## src/slcr_pkg.sv

```systemverilog
// Purpose: Constants and carriers for the serial lane configuration bank
// Assumes: Wishbone classic slave, 32-bit data, byte addresses = 4 x index
// Notes:
// Operation
// RULE1: Loss flag asserts after filter count high cycles
// RULE2: Termination bit connects or removes termination
// RULE3: Detector enable switches loss detector on
// RULE4: Receive invert flips all twenty word bits
// RULE5: Software starts equalization at code 010
// RULE6: Transmit reset bit holds transmitter, active high
// RULE7: Rate field divides baud clock 1,2,4
// RULE8: Transmit enable turns transmitter on
// RULE9: Data enable passes or blocks transmit data
// RULE10: Common mode enable drives common mode voltage
// RULE11: Termination offset and amplitude reach driver
// RULE12: Boost enable gates boost, level selects
// RULE13: Transmit invert sends data inverted
// RULE14: Software holds detect request until acknowledge
// RULE15: Pre-emphasis field value reaches driver
// RULE16: Reserved bits read zero, ignore writes
package slcr_pkg;
   // --------------------------------------------------------------
   // Register indices and byte address width
   // --------------------------------------------------------------
   localparam logic [15:0] SLCR_IDX_RX_B = 16'hD004;
   localparam logic [15:0] SLCR_IDX_TX_A = 16'hD005;
   localparam logic [15:0] SLCR_IDX_TX_B = 16'hD006;
   localparam logic [15:0] SLCR_IDX_TX_C = 16'hD007;
   localparam logic [15:0] SLCR_IDX_IRQ_ST = 16'hD00E;
   localparam logic [15:0] SLCR_IDX_IRQ_MSK = 16'hD00F;
   localparam logic [15:0] SLCR_IDX_LANE_ST = 16'hD010;
   localparam int SLCR_AW = 18;
   // --------------------------------------------------------------
   // Write masks and reset values
   // --------------------------------------------------------------
   localparam logic [15:0] SLCR_MASK_RX_B = 16'h1FFF;
   localparam logic [15:0] SLCR_MASK_TX_A = 16'h003F;
   localparam logic [15:0] SLCR_MASK_TX_B = 16'h0FFF;
   localparam logic [15:0] SLCR_MASK_TX_C = 16'h1FFF;
   localparam logic [15:0] SLCR_MASK_IRQ = 16'h0003;
   localparam logic [15:0] SLCR_RST_RX_B = 16'h0000;
   localparam logic [15:0] SLCR_RST_TX_A = 16'h0000;
   localparam logic [15:0] SLCR_RST_TX_B = 16'h0000;
   localparam logic [15:0] SLCR_RST_TX_C = 16'h0800;
   localparam logic [15:0] SLCR_RST_ZERO = 16'h0000;
   // Transmit rate codes
   localparam logic [1:0] SLCR_RATE_DIV1 = 2'h0;
   localparam logic [1:0] SLCR_RATE_DIV2 = 2'h1;
   localparam logic [1:0] SLCR_RATE_DIV4 = 2'h2;
   localparam logic [1:0] SLCR_RATE_RES = 2'h3;
   localparam int SLCR_WORD_W = 20;
   localparam int SLCR_CNT_W = 7;
   // --------------------------------------------------------------
   // Field carriers
   // --------------------------------------------------------------
   typedef struct packed {
      logic [2:0] pad;
      logic [6:0] signal_loss_filter_count;
      logic receive_termination_enable;
      logic signal_loss_detector_enable;
      logic receive_polarity_flip;
      logic [2:0] receive_equalization;
   } slcr_rx_b_t;
   typedef struct packed {
      logic [9:0] pad;
      logic transmitter_reset;
      logic [1:0] transmit_rate_divider;
      logic transmitter_enable;
      logic transmit_data_enable;
      logic transmit_common_mode_enable;
   } slcr_tx_a_t;
   typedef struct packed {
      logic [3:0] pad;
      logic [4:0] transmit_termination_offset;
      logic [6:0] transmit_amplitude;
   } slcr_tx_b_t;
   typedef struct packed {
      logic [2:0] pad;
      logic transmit_boost_enable;
      logic [2:0] transmit_boost_level;
      logic transmit_polarity_flip;
      logic far_receiver_detect_request;
      logic [6:0] transmit_pre_emphasis;
   } slcr_tx_c_t;
   typedef struct packed {
      logic [4:0] transmit_termination_offset;
      logic [6:0] transmit_amplitude;
      logic [6:0] transmit_pre_emphasis;
      logic transmit_boost_active;
      logic [2:0] transmit_boost_level;
      logic transmit_common_mode_enable;
      logic receive_termination_enable;
      logic [2:0] receive_equalization;
   } slcr_analog_t;
endpackage : slcr_pkg

```

## src/slcr_loss_filter.sv

```systemverilog
// Purpose: Qualifies raw signal loss over a programmed cycle count
// Assumes: raw_loss_i already synchronised to clk_i
// Notes: A count of zero asserts on the first high cycle
module slcr_loss_filter
   import slcr_pkg::*;
#(
   parameter int CNT_W = SLCR_CNT_W
) (
   input wire logic clk_i,
   input wire logic rst_i,
   input wire logic enable_i,
   input wire logic raw_loss_i,
   input wire logic [CNT_W-1:0] count_i,
   output logic loss_o
);
   logic [CNT_W-1:0] run_q;
   logic [CNT_W-1:0] run_d;
   logic loss_q;
   wire logic active = enable_i & raw_loss_i;
   wire logic reached = (run_q >= count_i);
   // Saturate so long losses never wrap back to clear
   assign run_d = (!active) ? '0 : (reached ? run_q : run_q + 1'b1);
   always_ff @(posedge clk_i) begin
      if (rst_i) begin
         run_q <= '0;
         loss_q <= 1'b0;
      end else begin
         run_q <= run_d;
         loss_q <= active & reached; // [RULE1] [RULE3]
      end
   end
   assign loss_o = loss_q;
endmodule : slcr_loss_filter

```

## src/slcr_rate_div.sv

```systemverilog
// Purpose: Baud enable pulse at divide by 1, 2 or 4
// Assumes: Baud rate sampled as an enable on clk_i
// Notes: Reserved code gives no pulses
module slcr_rate_div
   import slcr_pkg::*;
(
   input wire logic clk_i,
   input wire logic rst_i,
   input wire logic hold_i,
   input wire logic [1:0] rate_i,
   output logic tick_o
);
   logic [1:0] cnt_q;
   logic tick_q;
   wire logic hit = (rate_i == SLCR_RATE_DIV1) ||
                    (rate_i == SLCR_RATE_DIV2 && cnt_q[0]) ||
                    (rate_i == SLCR_RATE_DIV4 && cnt_q == 2'h3);
   always_ff @(posedge clk_i) begin
      if (rst_i || hold_i) begin
         cnt_q <= 2'h0;
         tick_q <= 1'b0;
      end else begin
         cnt_q <= cnt_q + 2'h1;
         tick_q <= hit; // [RULE7]
      end
   end
   assign tick_o = tick_q;
endmodule : slcr_rate_div

```

## src/slcr_lane_regs.sv

```systemverilog
// Purpose: Lane configuration register bank over Wishbone classic
// Assumes: Single clock clk_i, synchronous reset rst_i
// Notes: Ack one cycle after strobe; hardware may update rwh fields
module slcr_lane_regs
   import slcr_pkg::*;
(
   input wire logic clk_i,
   input wire logic rst_i,
   // Wishbone classic slave
   input wire logic wb_cyc_i,
   input wire logic wb_stb_i,
   input wire logic wb_we_i,
   input wire logic [SLCR_AW-1:0] wb_adr_i,
   input wire logic [3:0] wb_sel_i,
   input wire logic [31:0] wb_dat_i,
   output logic [31:0] wb_dat_o,
   output logic wb_ack_o,
   output logic wb_err_o,
   // Lane side
   input wire logic raw_signal_loss_i,
   input wire logic receive_detect_ack_i,
   input wire logic hw_tx_update_i,
   input wire logic [5:0] hw_tx_value_i,
   input wire logic [SLCR_WORD_W-1:0] receive_parallel_word_i,
   output logic [SLCR_WORD_W-1:0] receive_parallel_word_o,
   input wire logic [SLCR_WORD_W-1:0] transmit_word_i,
   output logic [SLCR_WORD_W-1:0] transmit_word_o,
   output logic transmit_word_valid_o,
   output logic filtered_signal_loss_flag_o,
   output logic signal_loss_detector_enable_o,
   output logic transmitter_reset_o,
   output logic transmitter_enable_o,
   output logic far_receiver_detect_request_o,
   output slcr_analog_t analog_o,
   output logic irq_o
);
   // ----------
   // Registers
   // ----------
   slcr_rx_b_t rx_b_q;
   slcr_tx_a_t tx_a_q;
   slcr_tx_b_t tx_b_q;
   slcr_tx_c_t tx_c_q;
   logic [15:0] irq_st_q;
   logic [15:0] irq_msk_q;
   logic ack_q;
   logic err_q;
   logic [31:0] rdat_q;
   logic loss_s1_q;
   logic loss_s2_q;
   logic dack_s1_q;
   logic dack_s2_q;
   logic dack_prev_q;
   logic loss_prev_q;
   logic [SLCR_WORD_W-1:0] rx_word_q;
   logic [SLCR_WORD_W-1:0] tx_word_q;
   logic tx_valid_q;
   logic loss_flag;
   logic baud_tick;

   // ----------
   // Address decode
   // ----------
   wire logic req = wb_cyc_i & wb_stb_i & ~ack_q & ~err_q;
   wire logic [15:0] idx = wb_adr_i[SLCR_AW-1:2];
   wire logic hit_rx_b = (idx == SLCR_IDX_RX_B);
   wire logic hit_tx_a = (idx == SLCR_IDX_TX_A);
   wire logic hit_tx_b = (idx == SLCR_IDX_TX_B);
   wire logic hit_tx_c = (idx == SLCR_IDX_TX_C);
   wire logic hit_ist = (idx == SLCR_IDX_IRQ_ST);
   wire logic hit_imsk = (idx == SLCR_IDX_IRQ_MSK);
   wire logic hit_lst = (idx == SLCR_IDX_LANE_ST);
   wire logic mapped = hit_rx_b | hit_tx_a | hit_tx_b | hit_tx_c |
                       hit_ist | hit_imsk | hit_lst;
   wire logic wr = req & wb_we_i & mapped;
   // Registers are 16 bits wide; only low two byte lanes matter
   wire logic [15:0] lane_mask = {{8{wb_sel_i[1]}}, {8{wb_sel_i[0]}}};
   wire logic [15:0] wmask = lane_mask;

   function automatic logic [15:0] merge(input logic [15:0] old_v,
                                         input logic [15:0] new_v,
                                         input logic [15:0] lanes,
                                         input logic [15:0] keep);
      merge = ((old_v & ~lanes) | (new_v & lanes)) & keep;
   endfunction : merge

   wire logic [15:0] rx_b_wr = merge(rx_b_q, wb_dat_i[15:0], wmask, SLCR_MASK_RX_B);
   wire logic [15:0] tx_a_wr = merge(tx_a_q, wb_dat_i[15:0], wmask, SLCR_MASK_TX_A);
   wire logic [15:0] tx_b_wr = merge(tx_b_q, wb_dat_i[15:0], wmask, SLCR_MASK_TX_B);
   wire logic [15:0] tx_c_wr = merge(tx_c_q, wb_dat_i[15:0], wmask, SLCR_MASK_TX_C);
   wire logic [15:0] msk_wr = merge(irq_msk_q, wb_dat_i[15:0], wmask, SLCR_MASK_IRQ);

   // Reserved bits are masked in storage so they always read zero [RULE16]
   wire logic [15:0] lane_status = {14'h0000, dack_s2_q, loss_flag};
   wire logic [15:0] rsel = hit_rx_b ? rx_b_q :
                            hit_tx_a ? tx_a_q :
                            hit_tx_b ? tx_b_q :
                            hit_tx_c ? tx_c_q :
                            hit_ist ? irq_st_q :
                            hit_imsk ? irq_msk_q :
                            hit_lst ? lane_status : SLCR_RST_ZERO;

   // ----------
   // Events and interrupt
   // ----------
   wire logic ev_loss = loss_flag & ~loss_prev_q;
   wire logic ev_dack = dack_s2_q & ~dack_prev_q;
   wire logic [15:0] ev_vec = {14'h0000, ev_dack, ev_loss};
   wire logic [15:0] ist_clr = (wr & hit_ist) ? (wb_dat_i[15:0] & wmask) : SLCR_RST_ZERO;
   // Set wins over a simultaneous write-one clear
   wire logic [15:0] ist_d = ((irq_st_q & ~ist_clr) | ev_vec) & SLCR_MASK_IRQ;

   // ----------
   // Register update
   // ----------
   // Hardware update of rwh transmit fields yields to a software write
   wire logic [15:0] tx_a_hw = {10'h000, hw_tx_value_i} & SLCR_MASK_TX_A;
   wire logic [15:0] tx_a_d = (wr & hit_tx_a) ? tx_a_wr :
                              hw_tx_update_i ? tx_a_hw : tx_a_q;

   always_ff @(posedge clk_i) begin
      if (rst_i) begin
         rx_b_q <= SLCR_RST_RX_B;
         tx_a_q <= SLCR_RST_TX_A;
         tx_b_q <= SLCR_RST_TX_B;
         tx_c_q <= SLCR_RST_TX_C;
         irq_msk_q <= SLCR_RST_ZERO;
         irq_st_q <= SLCR_RST_ZERO;
      end else begin
         if (wr & hit_rx_b) rx_b_q <= rx_b_wr; // [RULE16]
         tx_a_q <= tx_a_d;
         if (wr & hit_tx_b) tx_b_q <= tx_b_wr;
         if (wr & hit_tx_c) tx_c_q <= tx_c_wr;
         if (wr & hit_imsk) irq_msk_q <= msk_wr;
         irq_st_q <= ist_d;
      end
   end

   // ----------
   // Bus answer
   // ----------
   always_ff @(posedge clk_i) begin
      if (rst_i) begin
         ack_q <= 1'b0;
         err_q <= 1'b0;
         rdat_q <= 32'h0000_0000;
      end else begin
         ack_q <= req & mapped;
         err_q <= req & ~mapped;
         rdat_q <= (req & mapped) ? {16'h0000, rsel} : 32'h0000_0000;
      end
   end
   assign wb_ack_o = ack_q;
   assign wb_err_o = err_q;
   assign wb_dat_o = rdat_q;

   // ----------
   // Pin synchronisers
   // ----------
   always_ff @(posedge clk_i) begin
      if (rst_i) begin
         loss_s1_q <= 1'b0;
         loss_s2_q <= 1'b0;
         dack_s1_q <= 1'b0;
         dack_s2_q <= 1'b0;
         dack_prev_q <= 1'b0;
         loss_prev_q <= 1'b0;
      end else begin
         loss_s1_q <= raw_signal_loss_i;
         loss_s2_q <= loss_s1_q;
         dack_s1_q <= receive_detect_ack_i;
         dack_s2_q <= dack_s1_q;
         dack_prev_q <= dack_s2_q;
         loss_prev_q <= loss_flag;
      end
   end

   slcr_loss_filter #(
      .CNT_W(SLCR_CNT_W)
   ) u_loss (
      .clk_i(clk_i),
      .rst_i(rst_i),
      .enable_i(rx_b_q.signal_loss_detector_enable), // [RULE3]
      .raw_loss_i(loss_s2_q),
      .count_i(rx_b_q.signal_loss_filter_count), // [RULE1]
      .loss_o(loss_flag)
   );

   slcr_rate_div u_rate (
      .clk_i(clk_i),
      .rst_i(rst_i),
      .hold_i(tx_a_q.transmitter_reset),
      .rate_i(tx_a_q.transmit_rate_divider), // [RULE7]
      .tick_o(baud_tick)
   );

   // ----------
   // Data paths
   // ----------
   wire logic tx_run = tx_a_q.transmitter_enable & ~tx_a_q.transmitter_reset; // [RULE6] [RULE8]
   wire logic tx_pass = tx_run & tx_a_q.transmit_data_enable; // [RULE9]
   wire logic [SLCR_WORD_W-1:0] tx_flip = {SLCR_WORD_W{tx_c_q.transmit_polarity_flip}};
   wire logic [SLCR_WORD_W-1:0] rx_flip = {SLCR_WORD_W{rx_b_q.receive_polarity_flip}};

   always_ff @(posedge clk_i) begin
      if (rst_i) begin
         rx_word_q <= '0;
         tx_word_q <= '0;
         tx_valid_q <= 1'b0;
      end else begin
         rx_word_q <= receive_parallel_word_i ^ rx_flip; // [RULE4]
         tx_valid_q <= tx_pass & baud_tick;
         if (tx_a_q.transmitter_reset) begin
            tx_word_q <= '0; // [RULE6]
         end else if (tx_pass & baud_tick) begin
            tx_word_q <= transmit_word_i ^ tx_flip; // [RULE13] [RULE9]
         end
      end
   end
   assign receive_parallel_word_o = rx_word_q;
   assign transmit_word_o = tx_word_q;
   assign transmit_word_valid_o = tx_valid_q;

   // ----------
   // Outputs to analog
   // ----------
   assign analog_o.transmit_termination_offset = tx_b_q.transmit_termination_offset; // [RULE11]
   assign analog_o.transmit_amplitude = tx_b_q.transmit_amplitude; // [RULE11]
   assign analog_o.transmit_pre_emphasis = tx_c_q.transmit_pre_emphasis; // [RULE15]
   assign analog_o.transmit_boost_active = tx_c_q.transmit_boost_enable & tx_run; // [RULE12]
   assign analog_o.transmit_boost_level = tx_c_q.transmit_boost_level; // [RULE12]
   assign analog_o.transmit_common_mode_enable = tx_a_q.transmit_common_mode_enable; // [RULE10]
   assign analog_o.receive_termination_enable = rx_b_q.receive_termination_enable; // [RULE2]
   // Reset value leaves software to load the 010 start point
   assign analog_o.receive_equalization = rx_b_q.receive_equalization; // [RULE5]
   assign filtered_signal_loss_flag_o = loss_flag;
   assign signal_loss_detector_enable_o = rx_b_q.signal_loss_detector_enable;
   assign transmitter_reset_o = tx_a_q.transmitter_reset; // [RULE6]
   assign transmitter_enable_o = tx_run; // [RULE8]
   // Request only forwarded; software holds it until acknowledge [RULE14]
   assign far_receiver_detect_request_o = tx_c_q.far_receiver_detect_request;
   assign irq_o = |(irq_st_q & irq_msk_q);
endmodule : slcr_lane_regs

```

## config.mk

```make
export PLATFORM = sky130hd
export DESIGN_NAME = slcr_lane_regs
export DESIGN_NICKNAME = d
export VERILOG_FILES = /design/src/slcr_pkg.sv /design/src/slcr_loss_filter.sv /design/src/slcr_rate_div.sv /design/src/slcr_lane_regs.sv
export SDC_FILE = /design/constraint.sdc
export NUM_CORES = 1
export LEC_CHECK = 0
export ABC_AREA = 1
export BUFFER_PORTS_ARGS = -buffer_cell sky130_fd_sc_hd__buf_2
export CAP_MARGIN = 10
export CORE_ASPECT_RATIO = 1.2
export CORE_MARGIN = 2
export CORE_UTILIZATION = 40
export DETAILED_ROUTE_END_ITERATION = 10
export PLACE_DENSITY = 0.79
export SYNTH_ARGS = -nofsm -noshare
export SYNTH_HDL_FRONTEND = slang
export SYNTH_SLANG_ARGS = --single-unit
export TNS_END_PERCENT = 1
```

## constraint.sdc

```tcl
create_clock -name clk_i -period 2.5 [get_ports clk_i]
set_clock_uncertainty 0.05 [all_clocks]
set_input_delay 0.375 -clock clk_i [delete_from_list [all_inputs] [get_ports clk_i]]
set_output_delay 0.375 -clock clk_i [all_outputs]
set_load 0.005 [all_outputs]
```

==> reports/results.tsv <==
metric	value	unit
outcome	completed	
place_ws	0.202	ns
intPower	0.00377	W
total_power	0.00478	W
synth_ff_type	dfxtp_1	
dr.pass1.iters	6	
synthDistinctLibCells	37	
grt_pass1_vias	5038	
p_sw_share	21.2	%
synth.yosys.seq_area_share	41.5	%
cts_made_buffers	17	
drive_gt1_share	25.9	%
die_h	136	um
cts_tree	built	
synth_edf_count	0	
fp-row-count	48	
io_pins	217	
setup_ws	0.449	ns
hold_path.class	primary input to flip-flop	
grt_pass1_wl	24.0	mm
ys_ff_latch	121	
p_sw	0.00101	W
avgSynthCellArea	7.46	sq um
combinationalPowerShare	6.1	%
place_hpwl	11.5	mm
report.final.slew_viol_count	0	
postCtsSetupBuffers	0	
hold_buffers	0	
synth_top_family_by_area	simple AND/OR/NAND/NOR gates	
area_delta_synth_final	25.8	%
num_vias	5431	
drc	0	
root_buffer	clkbuf_16	
die_x	114	um
grt_usage	19.5	%
cts_resized	0	
initial_utilization	40.7	%
yosys_warnings	0	
fmax	488	MHz
start_kind	flip-flop	
synthXorXnorAreaFrac	6.15	%
endpoint_kind	flip-flop	
wl	15.2	mm
synth-adder-area-share	1.93	%
yosys.area_share.simple	28.5	%
clk_path_buf_depth	2	
grt_setup_unrepaired	no	
stdcell_area	7340	sq um
htreeDepth	4	
period_share	82.0	%
syn_inst	782	
powerDensity	651	nW/um^2
p_clk_share	52.5	%
synth-compound-area-share	9.03	%
final_core_util	51.1	%
synthArstFlopShare	0	%
arrival	2.34	ns
antenna_found_initial	1	
design.die.area	15600	sq um
fin_crit	2.05	ns
num-fill-cells	1331	
syn_area	5840	sq um
crit_path_max_fanout	6	
final_hold_viol_count	0	
core_area	14400	sq um
drv_cap	0	
synth_most_common_cell	nor2_1	
path_class	flip-flop to flip-flop	
grt_overflow	0	
clock_latency	0.41	ns
max-vdd-ir-drop	0.541	mV
post_drt_wl_per_cell	13.4	um
synthTopCellsByArea	dfxtp_1 42%, nor2_1 10%, nand2_1 8.4%	
synth_top_cell_area_share	41.5	%
avgViaCountPerCell	4.78	
worstPathRequired	2.79	ns
grt_max_degree	41	
pwr-share-seq	41.4	%
setup_viol	0	
first_iter_violations	455	
p_leak	3.77	nW
synth.area.mux_share	0	%
fin_nets	1066	
tns	0	ns
ant_nets	0	
place_area	6740	sq um
clk_pin_slew	0.06	ns
cts.sinks	121	
synthTopCellsByCount	162 x nor2_1, 130 x nand2_1, 121 x dfxtp_1, 92 x inv_1, 41 x xnor2_1	
io_buffers	174	
routabilityCongestion	0.929	
synth_area_leader_cell	dfxtp_1	
## critical path, cell delays in order, from the launching register on
cell and delay (ns):
dfxtp_1 0.33, inv_1 0.07, ha_1 0.33, a21oi_1 0.17, nor2_1 0.05, a211oi_1 0.18, nand3_1 0.19, inv_1 0.18
and3_1 0.21, nand2_1 0.06, a21oi_1 0.15
## per-layer routing
layer	global-route usage [%]	vias to the layer above	part of all wire [%]
li1	-	2734	-
met1	22.0	2482	40
met2	34.7	194	51
met3	5.57	21	6.9
met4	7.38	0	2.1
met5	0	-	0
## cell type report
cell class | instances | area, sq um | share of cell area, %
Clock inverter | 9 | 148 | 2.01
Inverter | 95 | 357 | 4.86
Antenna cell | 1 | 2.50 | 0.0341
Clock buffer | 22 | 454 | 6.19
Tap cell | 175 | 219 | 2.98
Multi-Input combinational cell | 522 | 2730 | 37.2
Sequential cell | 121 | 2420 | 33.0
Timing Repair Buffer | 192 | 1010 | 13.7
## stage by stage
| step | hold slack, ns | std cells |
|---|---|---|
| 2_1_floorplan | 0.338 | 800 |
| 3_3_place_gp | 0.341 | 1105 |
| 3_5_place_dp | 0.345 | 1105 |
| 4_1_cts | 0.112 | 1136 |
| 5_1_grt | 0.119 | 1136 |
| 6_report | 0.119 | 1137 |
## logic make-up (layout without fill, tap and decap cells)
logic type	after synthesis	in the layout
XOR/XNOR	41	41
buffers and inverters	157	318
AND/OR/NAND/NOR	368	368
other	1	20
flip-flops	121	121
adder cells (fa/ha/maj)	9	9
AO/OA/AOI/OAI	85	85
## power by group through the flow
stage               Sequential (W)  Clock (W)  Combinational [W]
global placement           0.00202          0           0.000283
floorplan                  0.00202          0           0.000163
CTS                        0.00198    0.00254           0.000291
detailed placement         0.00202          0           0.000289
global route               0.00198    0.00261           0.000325
finish                     0.00198    0.00251           0.000290
## worst paths after layout
kind	to	slack (ns)	cells after the start	startpoint
max	u_loss.run_q[4]$_SDFFE_PP0N_	0.45	10	flip-flop
min	dack_s1_q$_SDFF_PP0_	0.12	3	receive_detect_ack_i
max reg2reg	u_loss.run_q[4]$_SDFFE_PP0N_	0.45	10	flip-flop
min reg2reg	dack_s2_q$_SDFF_PP0_	0.35	2	dack_s1_q$_SDFF_PP0_
## cell usage in the layout, fill, tap and decap left out, types with 7 or more instances in the layout
master / instances
a211oi_1: 21
a21oi_1: 22
buf_2: 174
buf_4: 18
clkbuf_16: 17
conb_1: 19
dfxtp_1: 121
ha_1: 9
inv_1: 92
nand2_1: 130
nand3_1: 27
nand4_1: 7
nor2_1: 162
nor3_1: 9
o21ai_0: 24
xnor2_1: 41
No activity file was read; power rests on OpenSTA's default activity.
